## config.mk

```make
export PLATFORM = sky130hd
export DESIGN_NAME = io_ports_cde
export DESIGN_NICKNAME = d
export VERILOG_FILES = /design/src/rtl/io_ports_cde.v /design/src/rtl/pin_sync.v
export VERILOG_INCLUDE_DIRS = /design/src /design/src/rtl
export SDC_FILE = /design/constraint.sdc
export NUM_CORES = 1
export LEC_CHECK = 0
export BUFFER_PORTS_ARGS = -buffer_cell sky130_fd_sc_hd__buf_4
export CORE_MARGIN = 4
export CORE_UTILIZATION = 45
export DETAILED_ROUTE_END_ITERATION = 16
export GPL_TIMING_DRIVEN = 0
export MAX_ROUTING_LAYER = met4
export PLACE_DENSITY = 0.68
export SYNTH_ARGS = -nofsm -noshare
export SYNTH_HDL_FRONTEND = slang
export SYNTH_HIERARCHICAL = 1
export SYNTH_SLANG_ARGS = --single-unit
```

## constraint.sdc

```tcl
create_clock -name clk_sys_i -period 1.7 [get_ports clk_sys_i]
set_input_delay 0.085 -clock clk_sys_i [delete_from_list [all_inputs] [get_ports clk_sys_i]]
set_output_delay 0.085 -clock clk_sys_i [all_outputs]
set_load 0.01 [all_outputs]
```

## src/rtl/io_ports_cde_defines.vh

```
/*
  Register offsets, field positions and reset values for the port C/D/E block.
  Assumes a byte-wide register port with a 4-bit address.
*/
`ifndef IO_PORTS_CDE_DEFINES_VH
`define IO_PORTS_CDE_DEFINES_VH
`define ADDR_W          4
`define OFS_PORT_C_DATA 4'h2
`define OFS_PORT_D_DATA 4'h3
`define OFS_PORT_C_DIR  4'h6
`define OFS_PORT_D_DIR  4'h7
`define OFS_PORT_E_DATA 4'h8
`define OFS_PORT_E_DIR  4'hc
`define DIR_RESET       8'h00
`define PC_CLK_PIN      2
`define PC_CLK_EN_BIT   7
`define PC_IMPL_MASK    8'h3f
`define PD_TA_CLK_PIN   6
`define PD_TB_CLK_PIN   4
`define SYNC_STAGES     3
`endif

```

## src/rtl/io_ports_cde.v

```verilog
/*
  Ports C, D and E: data latches, direction registers, read multiplexing and
  pin sharing with the clock output, converter, timers and serial units.
  Assumes peripheral control bits arrive synchronous to clk_sys_i and pins
  come from outside the clock domain.
*/
// Design decision made here: the address-and-strobe port.
`timescale 1ns/100ps
`include "io_ports_cde_defines.vh"
module io_ports_cde (
  input  wire               clk_sys_i,
  input  wire               sys_rst_i,
  input  wire               clk_en_i,
  input  wire [`ADDR_W-1:0] addr_i,
  input  wire [7:0]         wdata_i,
  input  wire               wr_i,
  input  wire               rd_i,
  output wire [7:0]         rdata_o,
  input  wire [5:0]         port_c_pin_i,
  output wire [5:0]         port_c_pin_o,
  output wire [5:0]         port_c_pin_oe_o,
  input  wire [7:0]         port_d_pin_i,
  output wire [7:0]         port_d_pin_o,
  output wire [7:0]         port_d_pin_oe_o,
  input  wire [7:0]         port_e_pin_i,
  output wire [7:0]         port_e_pin_o,
  output wire [7:0]         port_e_pin_oe_o,
  input  wire               sys_clk_level_i,
  input  wire [6:0]         adc_channel_owned_i,
  input  wire [7:0]         timer_d_owned_i,
  input  wire               timer_a_ext_clock_sel_i,
  input  wire               timer_b_ext_clock_sel_i,
  output wire               timer_a_ext_clock_o,
  output wire               timer_b_ext_clock_o,
  input  wire               sync_serial_enable_i,
  input  wire               sync_serial_master_sel_i,
  input  wire               sck_out_i,
  input  wire               sck_oe_i,
  input  wire               mosi_out_i,
  input  wire               mosi_oe_i,
  input  wire               miso_out_i,
  input  wire               miso_oe_i,
  output wire               sck_in_o,
  output wire               mosi_in_o,
  output wire               miso_in_o,
  output wire               slave_select_o,
  input  wire [1:0]         edge_level_select_i,
  input  wire [1:0]         timer_a_channel_pin_out_i,
  input  wire [1:0]         timer_a_channel_pin_oe_i,
  output wire [1:0]         timer_a_channel_pin_in_o,
  input  wire               async_serial_enable_i,
  input  wire               txd_i,
  output wire               rxd_o,
  output wire               clk_out_enable_o
);
  reg  [5:0] port_c_latch;
  reg  [7:0] port_c_dir;
  reg  [7:0] port_d_latch;
  reg  [7:0] port_d_dir;
  reg  [7:0] port_e_latch;
  reg  [7:0] port_e_dir;
  reg  [7:0] rdata;
  reg  [7:0] next_rdata;
  reg  [7:0] c_rd;
  reg  [7:0] d_rd;
  reg  [7:0] e_rd;
  wire [5:0] c_lvl;
  wire [7:0] d_lvl;
  wire [7:0] e_lvl;
  wire       clk_out_enable;
  wire [7:0] d_periph;
  wire [7:0] e_periph;
  wire [7:0] e_pout;
  wire [7:0] e_poe;
  wire       ss_active;
  integer    i;

  // Latch or pin per bit, depending on the direction bit
  function [7:0] dir_mux;
    input [7:0] dir;
    input [7:0] latch;
    input [7:0] lvl;
    begin
      dir_mux = (dir & latch) | (~dir & lvl);
    end
  endfunction

  pin_sync #(.W(6)) sync_c (
    .clk_sys_i (clk_sys_i),
    .sys_rst_i (sys_rst_i),
    .clk_en_i  (clk_en_i),
    .pin_i     (port_c_pin_i),
    .level_o   (c_lvl)
  );

  pin_sync #(.W(8)) sync_d (
    .clk_sys_i (clk_sys_i),
    .sys_rst_i (sys_rst_i),
    .clk_en_i  (clk_en_i),
    .pin_i     (port_d_pin_i),
    .level_o   (d_lvl)
  );

  pin_sync #(.W(8)) sync_e (
    .clk_sys_i (clk_sys_i),
    .sys_rst_i (sys_rst_i),
    .clk_en_i  (clk_en_i),
    .pin_i     (port_e_pin_i),
    .level_o   (e_lvl)
  );

  // Data latches have no reset; direction registers do
  always @(posedge clk_sys_i) begin
    if (clk_en_i && wr_i) begin
      if (addr_i == `OFS_PORT_C_DATA) begin
        port_c_latch <= wdata_i[5:0];
      end
      if (addr_i == `OFS_PORT_D_DATA) begin
        port_d_latch <= wdata_i;
      end
      if (addr_i == `OFS_PORT_E_DATA) begin
        port_e_latch <= wdata_i;
      end
    end
  end

  always @(posedge clk_sys_i) begin
    if (sys_rst_i) begin
      port_c_dir <= `DIR_RESET;
      port_d_dir <= `DIR_RESET;
      port_e_dir <= `DIR_RESET;
    end else if (clk_en_i && wr_i) begin
      if (addr_i == `OFS_PORT_C_DIR) begin
        port_c_dir <= wdata_i & 8'hbf;
      end
      if (addr_i == `OFS_PORT_D_DIR) begin
        port_d_dir <= wdata_i;
      end
      if (addr_i == `OFS_PORT_E_DIR) begin
        port_e_dir <= wdata_i;
      end
    end
  end

  assign clk_out_enable   = port_c_dir[`PC_CLK_EN_BIT];
  assign clk_out_enable_o = clk_out_enable;

  // Port C pins
  genvar g;
  generate
    for (g = 0; g < 6; g = g + 1) begin : pc_g
      if (g == `PC_CLK_PIN) begin : clk_pin
        assign port_c_pin_o[g]    = clk_out_enable ? sys_clk_level_i : port_c_latch[g];
        assign port_c_pin_oe_o[g] = clk_out_enable | port_c_dir[g];
      end else begin : gp_pin
        assign port_c_pin_o[g]    = port_c_latch[g];
        assign port_c_pin_oe_o[g] = port_c_dir[g];
      end
    end
  endgenerate

  // Port D ownership: converter channels 0-6, timer pins, external clocks
  assign d_periph = {1'b0, adc_channel_owned_i} | timer_d_owned_i
                  | ({7'h00, timer_a_ext_clock_sel_i} << `PD_TA_CLK_PIN)
                  | ({7'h00, timer_b_ext_clock_sel_i} << `PD_TB_CLK_PIN);
  assign port_d_pin_o    = port_d_latch;
  assign port_d_pin_oe_o = port_d_dir & ~d_periph;
  assign timer_a_ext_clock_o = timer_a_ext_clock_sel_i & d_lvl[`PD_TA_CLK_PIN];
  assign timer_b_ext_clock_o = timer_b_ext_clock_sel_i & d_lvl[`PD_TB_CLK_PIN];

  // Port E ownership and peripheral drive
  assign ss_active = sync_serial_enable_i & ~sync_serial_master_sel_i;
  assign e_periph  = {{3{sync_serial_enable_i}}, ss_active, edge_level_select_i,
                      {2{async_serial_enable_i}}};
  assign e_pout = {sck_out_i, mosi_out_i, miso_out_i, 1'b0,
                   timer_a_channel_pin_out_i, 1'b0, txd_i};
  assign e_poe  = {sck_oe_i, mosi_oe_i, miso_oe_i, 1'b0,
                   timer_a_channel_pin_oe_i, 1'b0, 1'b1};

  generate
    for (g = 0; g < 8; g = g + 1) begin : pe_g
      assign port_e_pin_o[g]    = e_periph[g] ? e_pout[g] : port_e_latch[g];
      assign port_e_pin_oe_o[g] = e_periph[g] ? e_poe[g] : port_e_dir[g];
    end
  endgenerate

  assign sck_in_o                 = e_lvl[7];
  assign mosi_in_o                = e_lvl[6];
  assign miso_in_o                = e_lvl[5];
  assign slave_select_o           = ss_active ? e_lvl[4] : 1'b1;
  assign timer_a_channel_pin_in_o = e_lvl[3:2];
  assign rxd_o                    = async_serial_enable_i ? e_lvl[1] : 1'b1;

  // Read values per port
  always @* begin
    c_rd = dir_mux({2'b00, port_c_dir[5:0]}, {2'b00, port_c_latch},
                   {2'b00, c_lvl}) & `PC_IMPL_MASK;
    d_rd = dir_mux(port_d_dir, port_d_latch, d_lvl);
    for (i = 0; i < 8; i = i + 1) begin
      if (d_periph[i] && !port_d_dir[i]) begin
        d_rd[i] = 1'b0;
      end
    end
    e_rd = dir_mux(port_e_dir, port_e_latch, e_lvl);
  end

  always @* begin
    case (addr_i)
      `OFS_PORT_C_DATA: next_rdata = c_rd;
      `OFS_PORT_D_DATA: next_rdata = d_rd;
      `OFS_PORT_C_DIR:  next_rdata = port_c_dir;
      `OFS_PORT_D_DIR:  next_rdata = port_d_dir;
      `OFS_PORT_E_DATA: next_rdata = e_rd;
      `OFS_PORT_E_DIR:  next_rdata = port_e_dir;
      default:          next_rdata = 8'h00;
    endcase
  end

  always @(posedge clk_sys_i) begin
    if (sys_rst_i) begin
      rdata <= 8'h00;
    end else if (clk_en_i) begin
      rdata <= rd_i ? next_rdata : 8'h00;
    end
  end

  assign rdata_o = rdata;
endmodule

```

## src/rtl/pin_sync.v

```verilog
/*
  Three-stage pin synchroniser for a bus of pins.
  Assumes asynchronous pin inputs; a change is taken when stages two and three agree.
*/
`timescale 1ns/100ps
module pin_sync #(
  parameter W = 8
) (
  input  wire         clk_sys_i,
  input  wire         sys_rst_i,
  input  wire         clk_en_i,
  input  wire [W-1:0] pin_i,
  output wire [W-1:0] level_o
);
  reg [W-1:0] s1;
  reg [W-1:0] s2;
  reg [W-1:0] s3;
  reg [W-1:0] level;

  genvar g;
  generate
    for (g = 0; g < W; g = g + 1) begin : bit_g
      always @(posedge clk_sys_i) begin
        if (sys_rst_i) begin
          s1[g]    <= 1'b0;
          s2[g]    <= 1'b0;
          s3[g]    <= 1'b0;
          level[g] <= 1'b0;
        end else if (clk_en_i) begin
          s1[g] <= pin_i[g];
          s2[g] <= s1[g];
          s3[g] <= s2[g];
          if (s2[g] == s3[g]) begin
            level[g] <= s3[g];
          end
        end
      end
    end
  endgenerate

  assign level_o = level;
endmodule

```

==> results of run 1 <==
-- registers in the layout (all words and copies together), names as in the netlist, 8 cells and up --
| name | count |
|---|---|
| dir_mux.dir | 8 |
| dir_mux.latch | 8 |
| port_d_dir | 8 |
| port_d_pin_o | 8 |
| rdata_o | 8 |
| sync_d/level_o | 8 |
| sync_d/s1 | 8 |
| sync_d/s2 | 8 |
| sync_d/s3 | 8 |
| sync_e/level_o | 8 |
| sync_e/s1 | 8 |
| sync_e/s2 | 8 |
| sync_e/s3 | 8 |
-- cells in the final DEF, fill, tap and decap left out, types with 2 or more instances in the layout --
| cell | instances |
|---|---|
| nor3_1 | 3 |
| and2_1 | 7 |
| nand3_1 | 3 |
| a31oi_1 | 3 |
| or3b_1 | 2 |
| a21oi_1 | 59 |
| nor2_1 | 80 |
| or3b_2 | 8 |
| clkbuf_1 | 22 |
| o32ai_1 | 5 |
| clkbuf_16 | 17 |
| a211oi_1 | 7 |
| nand2_1 | 25 |
| dfxtp_1 | 119 |
| o21ai_0 | 40 |
| nand2b_1 | 28 |
| nor2b_1 | 4 |
| o32ai_2 | 22 |
| nor2b_4 | 22 |
| edfxtp_1 | 22 |
| clkbuf_8 | 5 |
| dlygate4sd3_1 | 30 |
| or4b_2 | 4 |
| buf_6 | 12 |
| inv_1 | 28 |
| or2_2 | 4 |
| o41a_1 | 2 |
| buf_4 | 145 |
| nor3b_1 | 6 |
| mux2i_1 | 68 |
| mux2_2 | 13 |
| o21ai_1 | 2 |
| buf_2 | 11 |
-- timing repair --
item                                    in CTS  in global routing
hold endpoints to repair                    67                  0
hold buffers                                30                  0
gates resized for setup                      0                  3
endpoints found under the setup margin       0                  8
-- where the power goes --
part,leakage (nW),internal [mW],switching [mW]
logic,2.02,0.393,0.352
registers,1.16,3.46,0.0574
clock network,0.258,2.04,1.27
total,3.45,5.89,1.68
-- worst max-delay path, stage by stage --
cell and delay (ps):
buf_4 130, or3b_2 460, clkbuf_1 210, clkbuf_1 260
nor2_1 550
-- how the worst max path moves through the flow --
stage,startpoint,endpoint,slack (ps),cells after the start
6_report,addr_i[0],port_c_latch[3],50,5
5_1_grt,addr_i[0],port_c_latch[2],-9,5
4_1_cts,addr_i[0],port_c_latch[3],70,5
3_5_place_dp,addr_i[0],port_c_latch[4],-370,5
3_3_place_gp,addr_i[0],port_c_latch[4],-320,5
2_1_floorplan,addr_i[0],port_c_latch[0],160,4
-- cells by family (layout without fill, tap and decap cells) --
kind of cell,after synthesis,in the layout,share of synthesized area [%]
AOI/OAI and AO/OA,147,147,16.1
DFF,141,141,46.2
and+or+nand+nor,200,200,18.3
muxes,81,81,12.6
buffers and inverters,79,271,6.83
-- stage by stage --
step | hold WS [ps] | setup WS, ps | power [mW] | setup TNS, ps
floorplan | 184 | 161 | 3.97 | 0
global placement | 317 | -322 | 4.25 | -5760
detailed placement | 320 | -368 | 4.27 | -6390
CTS | 115 | 67.8 | 7.64 | 0
global route | 138 | -8.78 | 7.86 | -49.1
finish | 132 | 46.2 | 7.58 | 0
-- final cells by class --
type / instances / area [um^2] / share of cell area, %
multi-input combinational: 428 / 3090 / 35.8
sequential: 141 / 3040 / 35.3
timing repair buffer: 162 / 1290 / 15.0
clock buffer: 29 / 520 / 6.03
buffer: 51 / 344 / 3.99
tap: 180 / 225 / 2.61
inverter: 28 / 105 / 1.22
clock inverter: 1 / 5.00 / 0.0580
-- layer usage --
layer  vias up  global-route usage [%]  wire length (um)  part of all wire (%)
li1       2618                       -                 -                     -
met1      2570                    27.3              7860                    45
met2       166                    35.8              8490                    48
met3        22                    5.40               966                   5.5
met4         0                    6.61               272                   1.5
met5         -                       -                 0                     0
==> qor.json, run 1 <==
{
  "run_status": {
    "result_of_the_run": "finished clean"
  },
  "floorplanning": {
    "dieWidth_um": 129,
    "i_o_pins": 135,
    "floorplan.die.height_um": 129,
    "start_util_pct": 46.7,
    "die_area_um2": 16600,
    "placement_rows": 43,
    "fp.coreArea_um2": 14100
  },
  "final_layout": {
    "post_layout_nonfiller_instances": 1020,
    "layout-area-overhead-vs-synth_pct": 31.1,
    "fin_util_pct": 61.2,
    "num-nets-final": 902,
    "n_antenna_cell": 0,
    "finalInstanceArea_um2": 8630,
    "n_fill_cell": 1168,
    "drive_above_1_share_pct": 31.7
  },
  "place": {
    "hpwlAfterDp_um": 12800,
    "post-place-cells": 960,
    "io_buffer_count": 132,
    "placed_instance_area_um2": 7800,
    "place_congestion": 0.885
  },
  "timing": {
    "final.min_clock_period_ps": 1650,
    "rsz0062_at_grt": "true",
    "worst_clock_skew_ps": 4.93,
    "clock.fmax_mhz": 605,
    "fin_crit_sh_pct": 97.3,
    "finalSetupViolCount": 0,
    "tightestPinTransition_ps": 901,
    "max-slew-margin-rel_pct": 39.7,
    "finalMaxSlewViolations": 0,
    "finalHoldViolCount": 0
  },
  "pwr": {
    "maximum_vdd_drop_mv": 0.745,
    "powerDensity_nw_per_um2": 878,
    "leakage_nw": 3.45
  },
  "routing": {
    "avgRoutedWirePerCell_um": 17.2,
    "detail_route.first_pass.iterations": 5,
    "postRouteWirelength_um": 17600,
    "drt_drc_violations_left": 0,
    "drt_iter0_markers": 368,
    "via_per_inst": 5.27,
    "dr_total_vias": 5376,
    "antenna_violating_nets_post_route": 0
  },
  "synth": {
    "synth.cell_area_um2": 6580,
    "synthDominantCellAreaShare_pct": 36.2,
    "nets_in_the_synthesized_netlist": 721,
    "synth_top_cells_by_area": "dfxtp_1 (36%), mux2i_1 (10%), edfxtp_1 (10%)",
    "synth_cell_type_count": 40,
    "area_leader_netlist": "dfxtp_1",
    "syn-mean-instance-area_um2": 10.2,
    "yosys.cell_count.top_type": "dfxtp_1",
    "synth_seq_area_share_pct": 46.2,
    "post_synth_inst_count": 648,
    "ys_warn_count": 6,
    "synth-seq-cells": 141,
    "synth_enable_flop_cells": 22,
    "synth_flop_cell": "dfxtp_1",
    "post_synth_most_frequent_cells": "dfxtp_1 (119), nor2_1 (80), mux2i_1 (68)",
    "async_reset_ff_share_pct": 0
  },
  "setup_path": {
    "worst_r2r_path_depth": 4,
    "path_class": "primary input to flip-flop",
    "worstPathArrival_ps": 1700,
    "critPathMaxFanout": 10,
    "reg2reg_slack_ps": 60,
    "critPathCaptureType": "flip-flop",
    "critical_path.reg2reg.endpoint": "rdata_o[2]",
    "crit_required_ps": 1750,
    "regToRegStartpoint": "sync_d/level_o[2]",
    "start_kind": "primary input"
  },
  "grt": {
    "initial_antenna_violation_count": 0,
    "first_global_vias": 5415,
    "grt_start_max_net_pins": 18,
    "grtUsageTotal_pct": 22.1,
    "grt_overflow_total": 0,
    "grt_first_pass_wirelength_um": 27800
  },
  "flow_run": {
    "max-cap-violations": 0
  },
  "min_path": {
    "critical_hold_path_startpoint": "sys_rst_i",
    "hold_path.class": "primary input to flip-flop",
    "end_of_the_worst_hold_path": "rdata_o[3]",
    "min_path_cells": 3
  },
  "clock_network": {
    "clkTransAtPathRegs_ps": 60,
    "tritoncts": "yes",
    "postCtsSetupRepairBufs": 0,
    "cts_htree_levels": 4,
    "root_buffer": "clkbuf_16",
    "cts-buffers-inserted": 17,
    "clk-insertion-delay-late_ps": 410,
    "clock_tree.buffer_depth": 2,
    "clock_sinks": 141
  }
}
(Power assumes the default switching activity.)
==> run 2: changes to the inputs <==
Settings changed: CORE_UTILIZATION 45 to 35, PLACE_DENSITY 0.68 to default, SYNTH_HIERARCHICAL 1 to default.
==> run 2 against run 1 <==
  * Hold slack worse by 29 ps
  * Die area is 16% higher
  * Critical path depth is 1 higher
  * Total power is 2.0% lower
  * Via count is 4.6% lower
  * Area after synthesis is 8.9% lower
  * Setup slack better by 120 ps
  * Clock power is 1% lower
  * Critical path type unchanged
  * Largest cell class is now sequential cells
  * Highest routed layer unchanged
==> qor.json, run 2 <==
{
  "grt": {
    "grtUsageTotal": {"value": 19.0, "unit": "%", "change": "-3.1 points"},
    "grt_first_pass_wirelength": {"value": 27900, "unit": "um", "change": "+0.60%"},
    "initial_antenna_violation_count": {"value": 0, "change": "unchanged"},
    "grt_overflow_total": {"value": 0, "change": "unchanged"},
    "grt_start_max_net_pins": {"value": 17, "change": "-1"},
    "first_global_vias": {"value": 5132, "change": "-5.2%"}
  },
  "run_status": {
    "result_of_the_run": "finished clean"
  },
  "floorplanning": {
    "i_o_pins": {"value": 135, "change": "unchanged"},
    "die_area": {"value": 19300, "unit": "um^2", "change": "+16%"},
    "dieWidth": {"value": 139, "unit": "um", "change": "+7.7%"},
    "start_util": {"value": 35.9, "unit": "%", "change": "-11 points"},
    "fp.coreArea": {"value": 16700, "unit": "um^2", "change": "+18%"},
    "floorplan.die.height": {"value": 139, "unit": "um", "change": "+7.7%"},
    "placement_rows": {"value": 47, "change": "+9.3%"}
  },
  "routing": {
    "dr_total_vias": {"value": 5129, "change": "-4.6%"},
    "drt_iter0_markers": {"value": 280, "change": "-24%"},
    "drt_drc_violations_left": {"value": 0, "change": "unchanged"},
    "via_per_inst": {"value": 5.01, "change": "-5.0%"},
    "postRouteWirelength": {"value": 18000, "unit": "um", "change": "+2.3%"},
    "avgRoutedWirePerCell": {"value": 17.6, "unit": "um", "change": "+1.9%"},
    "antenna_violating_nets_post_route": {"value": 0, "change": "unchanged"},
    "detail_route.first_pass.iterations": {"value": 5, "change": "unchanged"}
  },
  "clock_network": {
    "root_buffer": "clkbuf_16",
    "clock_tree.buffer_depth": {"value": 2, "change": "unchanged"},
    "clk-insertion-delay-late": {"value": 420, "unit": "ps", "change": "about the same"},
    "clkTransAtPathRegs": {"value": 60, "unit": "ps", "change": "about the same"},
    "cts_htree_levels": {"value": 4, "change": "unchanged"},
    "tritoncts": "yes",
    "cts-buffers-inserted": {"value": 17, "change": "unchanged"},
    "clock_sinks": {"value": 141, "change": "unchanged"}
  },
  "timing": {
    "tightestPinTransition": {"value": 812, "unit": "ps", "change": "-89.2 ps"},
    "tns": {"value": 0, "unit": "ps", "change": "unchanged"},
    "finalMaxSlewViolations": {"value": 0, "change": "unchanged"},
    "fin_crit_sh": {"value": 90.2, "unit": "%", "change": "-7.1 points"},
    "worst_clock_skew": {"value": 5.16, "unit": "ps", "change": "+0.230 ps"},
    "final.min_clock_period": {"value": 1530, "unit": "ps", "change": "-121 ps"},
    "clock.fmax": {"value": 652, "unit": "MHz", "change": "+7.9%"},
    "finalHoldViolCount": {"value": 0, "change": "unchanged"},
    "max-slew-margin-rel": {"value": 45.7, "unit": "%", "change": "+6.0 points"},
    "rsz0062_at_grt": "false",
    "fin_hold_ws": {"value": 104, "unit": "ps", "change": "-28.6 ps"},
    "finalSetupViolCount": {"value": 0, "change": "unchanged"}
  },
  "pwr": {
    "powerDensity": {"value": 915, "unit": "nW/um^2", "change": "+4.2%"},
    "power.total": {"value": 7.42, "unit": "mW", "change": "-2.0%"},
    "leakage": {"value": 3.57, "unit": "nW", "change": "+3.7%"},
    "maximum_vdd_drop": {"value": 0.716, "unit": "mV", "change": "-4.0%"}
  },
  "min_path": {
    "critical_hold_path_startpoint": "addr_i[0]",
    "min_path_cells": {"value": 4, "change": "+1"},
    "hold_path.class": "primary input to flip-flop",
    "end_of_the_worst_hold_path": "port_c_dir[7]"
  },
  "synth": {
    "area_leader_netlist": "dfxtp_1",
    "syn-mean-instance-area": {"value": 9.83, "unit": "um^2", "change": "-3.2%"},
    "ys_warn_count": {"value": 0, "change": "-6"},
    "post_synth_most_frequent_cells": "dfxtp_1 (119), nor2_1 (105), mux2i_1 (97)",
    "synth-seq-cells": {"value": 141, "change": "unchanged"},
    "post_synth_inst_count": {"value": 610, "change": "-5.9%"},
    "nets_in_the_synthesized_netlist": {"value": 683, "change": "-5.3%"},
    "yosys.cell_count.top_type": "dfxtp_1",
    "synth_enable_flop_cells": {"value": 22, "change": "unchanged"},
    "synth_top_cells_by_area": "dfxtp_1 (40%), mux2i_1 (16%), edfxtp_1 (11%)",
    "synth_seq_area_share": {"value": 50.8, "unit": "%", "change": "+4.5 points"},
    "synth_flop_cell": "dfxtp_1",
    "synthDominantCellAreaShare": {"value": 39.7, "unit": "%", "change": "+3.5 points"},
    "synth.cell_area": {"value": 6000, "unit": "um^2", "change": "-8.9%"},
    "async_reset_ff_share": {"value": 0, "unit": "%", "change": "unchanged"},
    "synth_cell_type_count": {"value": 41, "change": "+2.5%"}
  },
  "final_layout": {
    "drive_above_1_share": {"value": 26.0, "unit": "%", "change": "-5.7 points"},
    "multi_input_area": {"value": 2720, "unit": "um^2", "change": "-12%"},
    "final_cell_mix": "buf_4 (145), dfxtp_1 (119), nor2_1 (103), mux2i_1 (97), nand2_1 (46)",
    "n_fill_cell": {"value": 1588, "change": "+36%"},
    "n_antenna_cell": {"value": 0, "change": "unchanged"},
    "final_common_cell": "buf_4",
    "ff_latch_area": {"value": 3040, "unit": "um^2", "change": "unchanged"},
    "finalInstanceArea": {"value": 8110, "unit": "um^2", "change": "-5.9%"},
    "layout-area-overhead-vs-synth_pct": 35.3,
    "num-nets-final": {"value": 865, "change": "-4.1%"}
  },
  "setup_path": {
    "worstPathArrival": {"value": 1600, "unit": "ps", "change": "-100 ps"},
    "crit_required": {"value": 1770, "unit": "ps", "change": "+20 ps"},
    "worst_r2r_path_depth": {"value": 4, "change": "unchanged"},
    "critical_path.reg2reg.endpoint": "rdata_o[4]",
    "start_kind": "primary input",
    "critPathCaptureType": "flip-flop",
    "path_class": "primary input to flip-flop",
    "reg2reg_slack": {"value": 410, "unit": "ps", "change": "+350 ps"},
    "critPathMaxFanout": {"value": 10, "change": "unchanged"},
    "regToRegStartpoint": "dir_mux.dir[4]"
  },
  "place": {
    "place_congestion": {"value": 0.910, "change": "+2.9%"},
    "io_buffer_count": {"value": 132, "change": "unchanged"},
    "hpwlAfterDp": {"value": 13100, "unit": "um", "change": "+2.7%"},
    "placed_instance_area": {"value": 7270, "unit": "um^2", "change": "-6.8%"}
  },
  "flow_run": {
    "max-cap-violations": {"value": 0, "change": "unchanged"}
  }
}
run 2: changes by cell type in the layout (fill, tap and decap cells not counted), sizes merged, moves of 9 or more:
cell,delta
a21o,+19
nand2b,-25
mux2i,+29
nor2b,-22
nand2,+22
inv,-23
nor2,+26
o32ai,-26
or3b,-9
a21oi,-24
run 2: routing by layer:
layer | track usage (%) | wire length, um
met5 | - | 0
met4 | 5.30 | 250
met3 | 5.03 | 1310
met2 | 29.5 | 8310
met1 | 24.6 | 8130
run 2: cell type report:
cell class                      instances  share of cell area (%)
Clock inverter                          2                   0.123
Sequential cell                       141                    37.5
Multi-Input combinational cell        421                    33.5
Buffer                                 43                    2.96
Inverter                                5                   0.231
Tap cell                              220                    3.39
Clock buffer                           29                    6.17
Timing Repair Buffer                  163                    16.2
run 2: power breakdown:
group          total [mW]  switching, mW  internal, mW
Sequential           3.51         0.0474          3.46
Combinational       0.644          0.321         0.323
Clock                3.28           1.31          1.97
run 2: repair_timing:
item / 4_1_cts / 5_1_grt
gates resized for setup: 0 / 4
hold endpoints to repair: 67 / 0
endpoints found under the setup margin: 16 / 22
hold buffers: 30 / 0
buffers inserted: 0 / 1
pin swaps: 0 / 1
run 2: metrics by stage:
| step | std cells | utilization (%) | setup WS (ps) |
|---|---|---|---|
| 3_5_place_dp | 962 | 43.5 | -626 |
| 6_report | 1024 | 48.6 | 167 |
| 4_1_cts | 1023 | 48.4 | -186 |
| 2_1_floorplan | 610 | - | 187 |
| 5_1_grt | 1024 | 48.6 | 70.5 |
| 3_3_place_gp | 962 | 43.5 | -648 |
run 2: critical path, stage by stage:
cell and delay, ps:
buf_4 120, buf_2 230, buf_2 290, buf_4 260, nand2_1 200, nor2_2 410
run 2: worst max path at each step:
stage	startpoint	end	cells after the start
2_1_floorplan	clk_en_i	dir_mux.latch[0]	5
3_3_place_gp	clk_en_i	dir_mux.latch[3]	6
3_5_place_dp	clk_en_i	port_d_pin_o[1]	6
4_1_cts	clk_en_i	port_d_pin_o[1]	6
5_1_grt	clk_en_i	port_c_latch[0]	6
6_report	clk_en_i	port_c_latch[0]	6
run 2: cell families (layout without fill, tap and decap cells):
family                 Yosys count  count (layout)  share of synthesized area, %
buffers and inverters           48             242                          4.32
DFF                            141             141                          50.8
and+or+nand+nor                192             192                          14.4
muxes                          109             109                          18.4
AOI/OAI and AO/OA              120             120                          12.1
==> run 3: changes to the inputs <==
Settings changed: CORE_MARGIN 4 to 8.
==> run 3 against run 2 <==
  * Sequential share of layout area is 0.30 points lower
  * Clock skew about the same
  * Global-route usage is 1.6 points lower
  * Hold slack got worse by 1.4 ps
  * Die area grew 12%
  * First-iteration DRC count grew 6.1%
  * Sequential power barely moved
  * Critical endpoint is now port_d_pin_o[6]
  * Highest routed layer unchanged
==> qor.json, run 3 (synthesized netlist as in run 2, its figures left out) <==
{
  "place": {
    "io_buffer_count": {"value": 132, "change": "unchanged"},
    "hpwlAfterDp": {"value": 13600, "unit": "um", "change": "+3.7%"},
    "placement.setup.worst_slack": {"value": -578, "unit": "ps", "change": "+47.6 ps"},
    "place_congestion": {"value": 0.851, "change": "-6.5%"}
  },
  "floorplanning": {
    "floorplan.die.height": {"value": 147, "unit": "um", "change": "+5.8%"},
    "start_util": {"value": 35.3, "unit": "%", "change": "-0.62 points"},
    "i_o_pins": {"value": 135, "change": "unchanged"},
    "die_area": {"value": 21600, "unit": "um^2", "change": "+12%"},
    "dieWidth": {"value": 147, "unit": "um", "change": "+5.8%"},
    "fp.coreArea": {"value": 17000, "unit": "um^2", "change": "+1.8%"},
    "placement_rows": {"value": 48, "change": "+2.1%"}
  },
  "grt": {
    "first_global_vias": {"value": 5331, "change": "+3.9%"},
    "grt_first_pass_wirelength": {"value": 28600, "unit": "um", "change": "+2.4%"},
    "grt_start_max_net_pins": {"value": 17, "change": "unchanged"},
    "grtUsageTotal": {"value": 17.4, "unit": "%", "change": "-1.6 points"},
    "grt_overflow_total": {"value": 0, "change": "unchanged"},
    "initial_antenna_violation_count": {"value": 0, "change": "unchanged"}
  },
  "final_layout": {
    "final_common_cell": "buf_4",
    "n_antenna_cell": {"value": 0, "change": "unchanged"},
    "num-nets-final": {"value": 865, "change": "unchanged"},
    "final_cell_mix": "buf_4 (145), dfxtp_1 (119), nor2_1 (103), mux2i_1 (97), nand2_1 (46)",
    "layout-area-overhead-vs-synth_pct": 36.4,
    "drive_above_1_share": {"value": 26.7, "unit": "%", "change": "+0.71 points"}
  },
  "setup_path": {
    "worstPathArrival": {"value": 1660, "unit": "ps", "change": "+60 ps"},
    "path_class": "primary input to flip-flop",
    "crit_required": {"value": 1760, "unit": "ps", "change": "about the same"},
    "setup.worst_path.end": "port_d_pin_o[6]",
    "worst_r2r_path_depth": {"value": 4, "change": "unchanged"},
    "critical_path.reg2reg.endpoint": "rdata_o[4]",
    "regToRegStartpoint": "dir_mux.dir[4]",
    "crit_path_start": "clk_en_i",
    "critPathCaptureType": "flip-flop",
    "reg2reg_slack": {"value": 400, "unit": "ps", "change": "about the same"},
    "start_kind": "primary input",
    "critPathMaxFanout": {"value": 10, "change": "unchanged"}
  },
  "flow_run": {
    "max-cap-violations": {"value": 0, "change": "unchanged"}
  },
  "min_path": {
    "hold_path.class": "primary input to flip-flop"
  },
  "pwr": {
    "intPower": {"value": 6.02, "unit": "mW", "change": "+4.8%"},
    "power.share.combinational": {"value": 8.4, "unit": "%", "change": "-0.3 points"},
    "leakage": {"value": 3.61, "unit": "nW", "change": "+1.1%"},
    "maximum_vdd_drop": {"value": 0.672, "unit": "mV", "change": "-6.1%"},
    "powerDensity": {"value": 944, "unit": "nW/um^2", "change": "+3.1%"},
    "p_seq_share": {"value": 45.4, "unit": "%", "change": "-1.8 points"},
    "power.share.clock": {"value": 46.3, "unit": "%", "change": "+2.2 points"},
    "power.net_switching": {"value": 1.69, "unit": "mW", "change": "+1.1%"},
    "switching_share": {"value": 22.0, "unit": "%", "change": "-0.62 points"}
  },
  "timing": {
    "finalMaxSlewViolations": {"value": 0, "change": "unchanged"},
    "clock.fmax": {"value": 624, "unit": "MHz", "change": "-4.3%"},
    "tightestPinTransition": {"value": 720, "unit": "ps", "change": "-91.8 ps"},
    "finalHoldViolCount": {"value": 0, "change": "unchanged"},
    "fin_crit_sh": {"value": 94.2, "unit": "%", "change": "+4.0 points"},
    "max-slew-margin-rel": {"value": 52.0, "unit": "%", "change": "+6.3 points"},
    "tns": {"value": 0, "unit": "ps", "change": "unchanged"},
    "rsz0062_at_grt": "false",
    "setup_ws": {"value": 98.6, "unit": "ps", "change": "-68.7 ps"},
    "final.min_clock_period": {"value": 1600, "unit": "ps", "change": "+68.7 ps"},
    "worst_clock_skew": {"value": 4.82, "unit": "ps", "change": "-0.335 ps"},
    "finalSetupViolCount": {"value": 0, "change": "unchanged"}
  },
  "routing": {
    "avgRoutedWirePerCell": {"value": 17.4, "unit": "um", "change": "-0.84%"},
    "detail_route.first_pass.iterations": {"value": 5, "change": "unchanged"},
    "antenna_violating_nets_post_route": {"value": 0, "change": "unchanged"},
    "via_per_inst": {"value": 4.97, "change": "-0.80%"},
    "dr_total_vias": {"value": 5118, "change": "-0.21%"},
    "drt_drc_violations_left": {"value": 0, "change": "unchanged"},
    "postRouteWirelength": {"value": 18000, "unit": "um", "change": "-0.26%"},
    "drt_iter0_markers": {"value": 297, "change": "+6.1%"}
  },
  "run_status": {
    "result_of_the_run": "finished clean"
  },
  "clock_network": {
    "root_buffer": "clkbuf_16",
    "tritoncts": "yes",
    "clkTransAtPathRegs": {"value": 60, "unit": "ps", "change": "about the same"},
    "cts-buffers-inserted": {"value": 17, "change": "unchanged"},
    "clock_tree.buffer_depth": {"value": 2, "change": "unchanged"},
    "clk-insertion-delay-late": {"value": 420, "unit": "ps", "change": "about the same"},
    "clock_sinks": {"value": 141, "change": "unchanged"},
    "cts_htree_levels": {"value": 4, "change": "unchanged"}
  }
}
[run 3: changes by cell type in the layout (fill, tap and decap cells not counted), sizes merged]
cell,delta
bufinv,+1
clkbuf,-2
inv,+2
[run 3: worst max-delay path, cell delays in order]
cell,delay [ps]
buf_4,120
buf_2,220
buf_2,300
buf_4,290
nand2_1,180
nor2_2,460
[run 3: final cells by class]
type / instances / area (um^2)
multi-input combinational: 421 / 2710
fill: 1574 / 8820
sequential: 141 / 3040
tap: 225 / 282
timing repair buffer: 163 / 1310
buffer: 43 / 240
clock inverter: 5 / 52.6
clock buffer: 27 / 523
inverter: 5 / 18.8
[run 3: repair_timing]
action,in CTS,in global routing
resized for setup,3,0
setup endpoints to repair,16,11
hold endpoints to repair,67,0
buffers inserted,0,1
pin swaps,0,1
hold buffers,30,0
gates cloned,0,0
[run 3: worst min-delay path by stage]
stage                          start               end  slack (ps)  cells past startpoint
after floorplan           wdata_i[0]  dir_mux.latch[0]         180                      0
after global placement    wdata_i[6]  dir_mux.latch[6]         310                      1
after detailed placement  wdata_i[6]  dir_mux.latch[6]         310                      1
after CTS                  addr_i[0]     port_c_dir[2]          80                      4
after global routing       addr_i[0]     port_c_dir[2]         120                      4
final                      addr_i[0]     port_c_dir[2]         100                      4
[run 3: metal layers]
metal,routed length [um],vias up,GRT usage (%)
met2,8340,171,27.9
met3,1130,33,4.18
met5,0,-,-
met1,7960,2433,20.6
li1,-,2481,-
met4,522,0,7.47
[run 3: power groups by stage]
| stage | clock network, mW | logic, mW | registers, mW |
|---|---|---|---|
| 2_1_floorplan | 0 | 0.304 | 3.56 |
| 3_3_place_gp | 0 | 0.578 | 3.57 |
| 3_5_place_dp | 0 | 0.589 | 3.57 |
| 4_1_cts | 3.63 | 0.649 | 3.50 |
| 5_1_grt | 3.78 | 0.698 | 3.51 |
| 6_report | 3.57 | 0.645 | 3.50 |
[run 3: stage by stage]
step	area, um^2	power, mW	hold slack [ps]	cells	utilization, %
after floorplan	6000	3.86	184	610	-
after global routing	8180	7.99	118	1030	48.1
after detailed placement	7270	4.16	313	967	42.8
after CTS	8160	7.78	84.9	1029	48.0
final	8180	7.72	102	1030	48.1
after global placement	7270	4.15	309	967	42.8
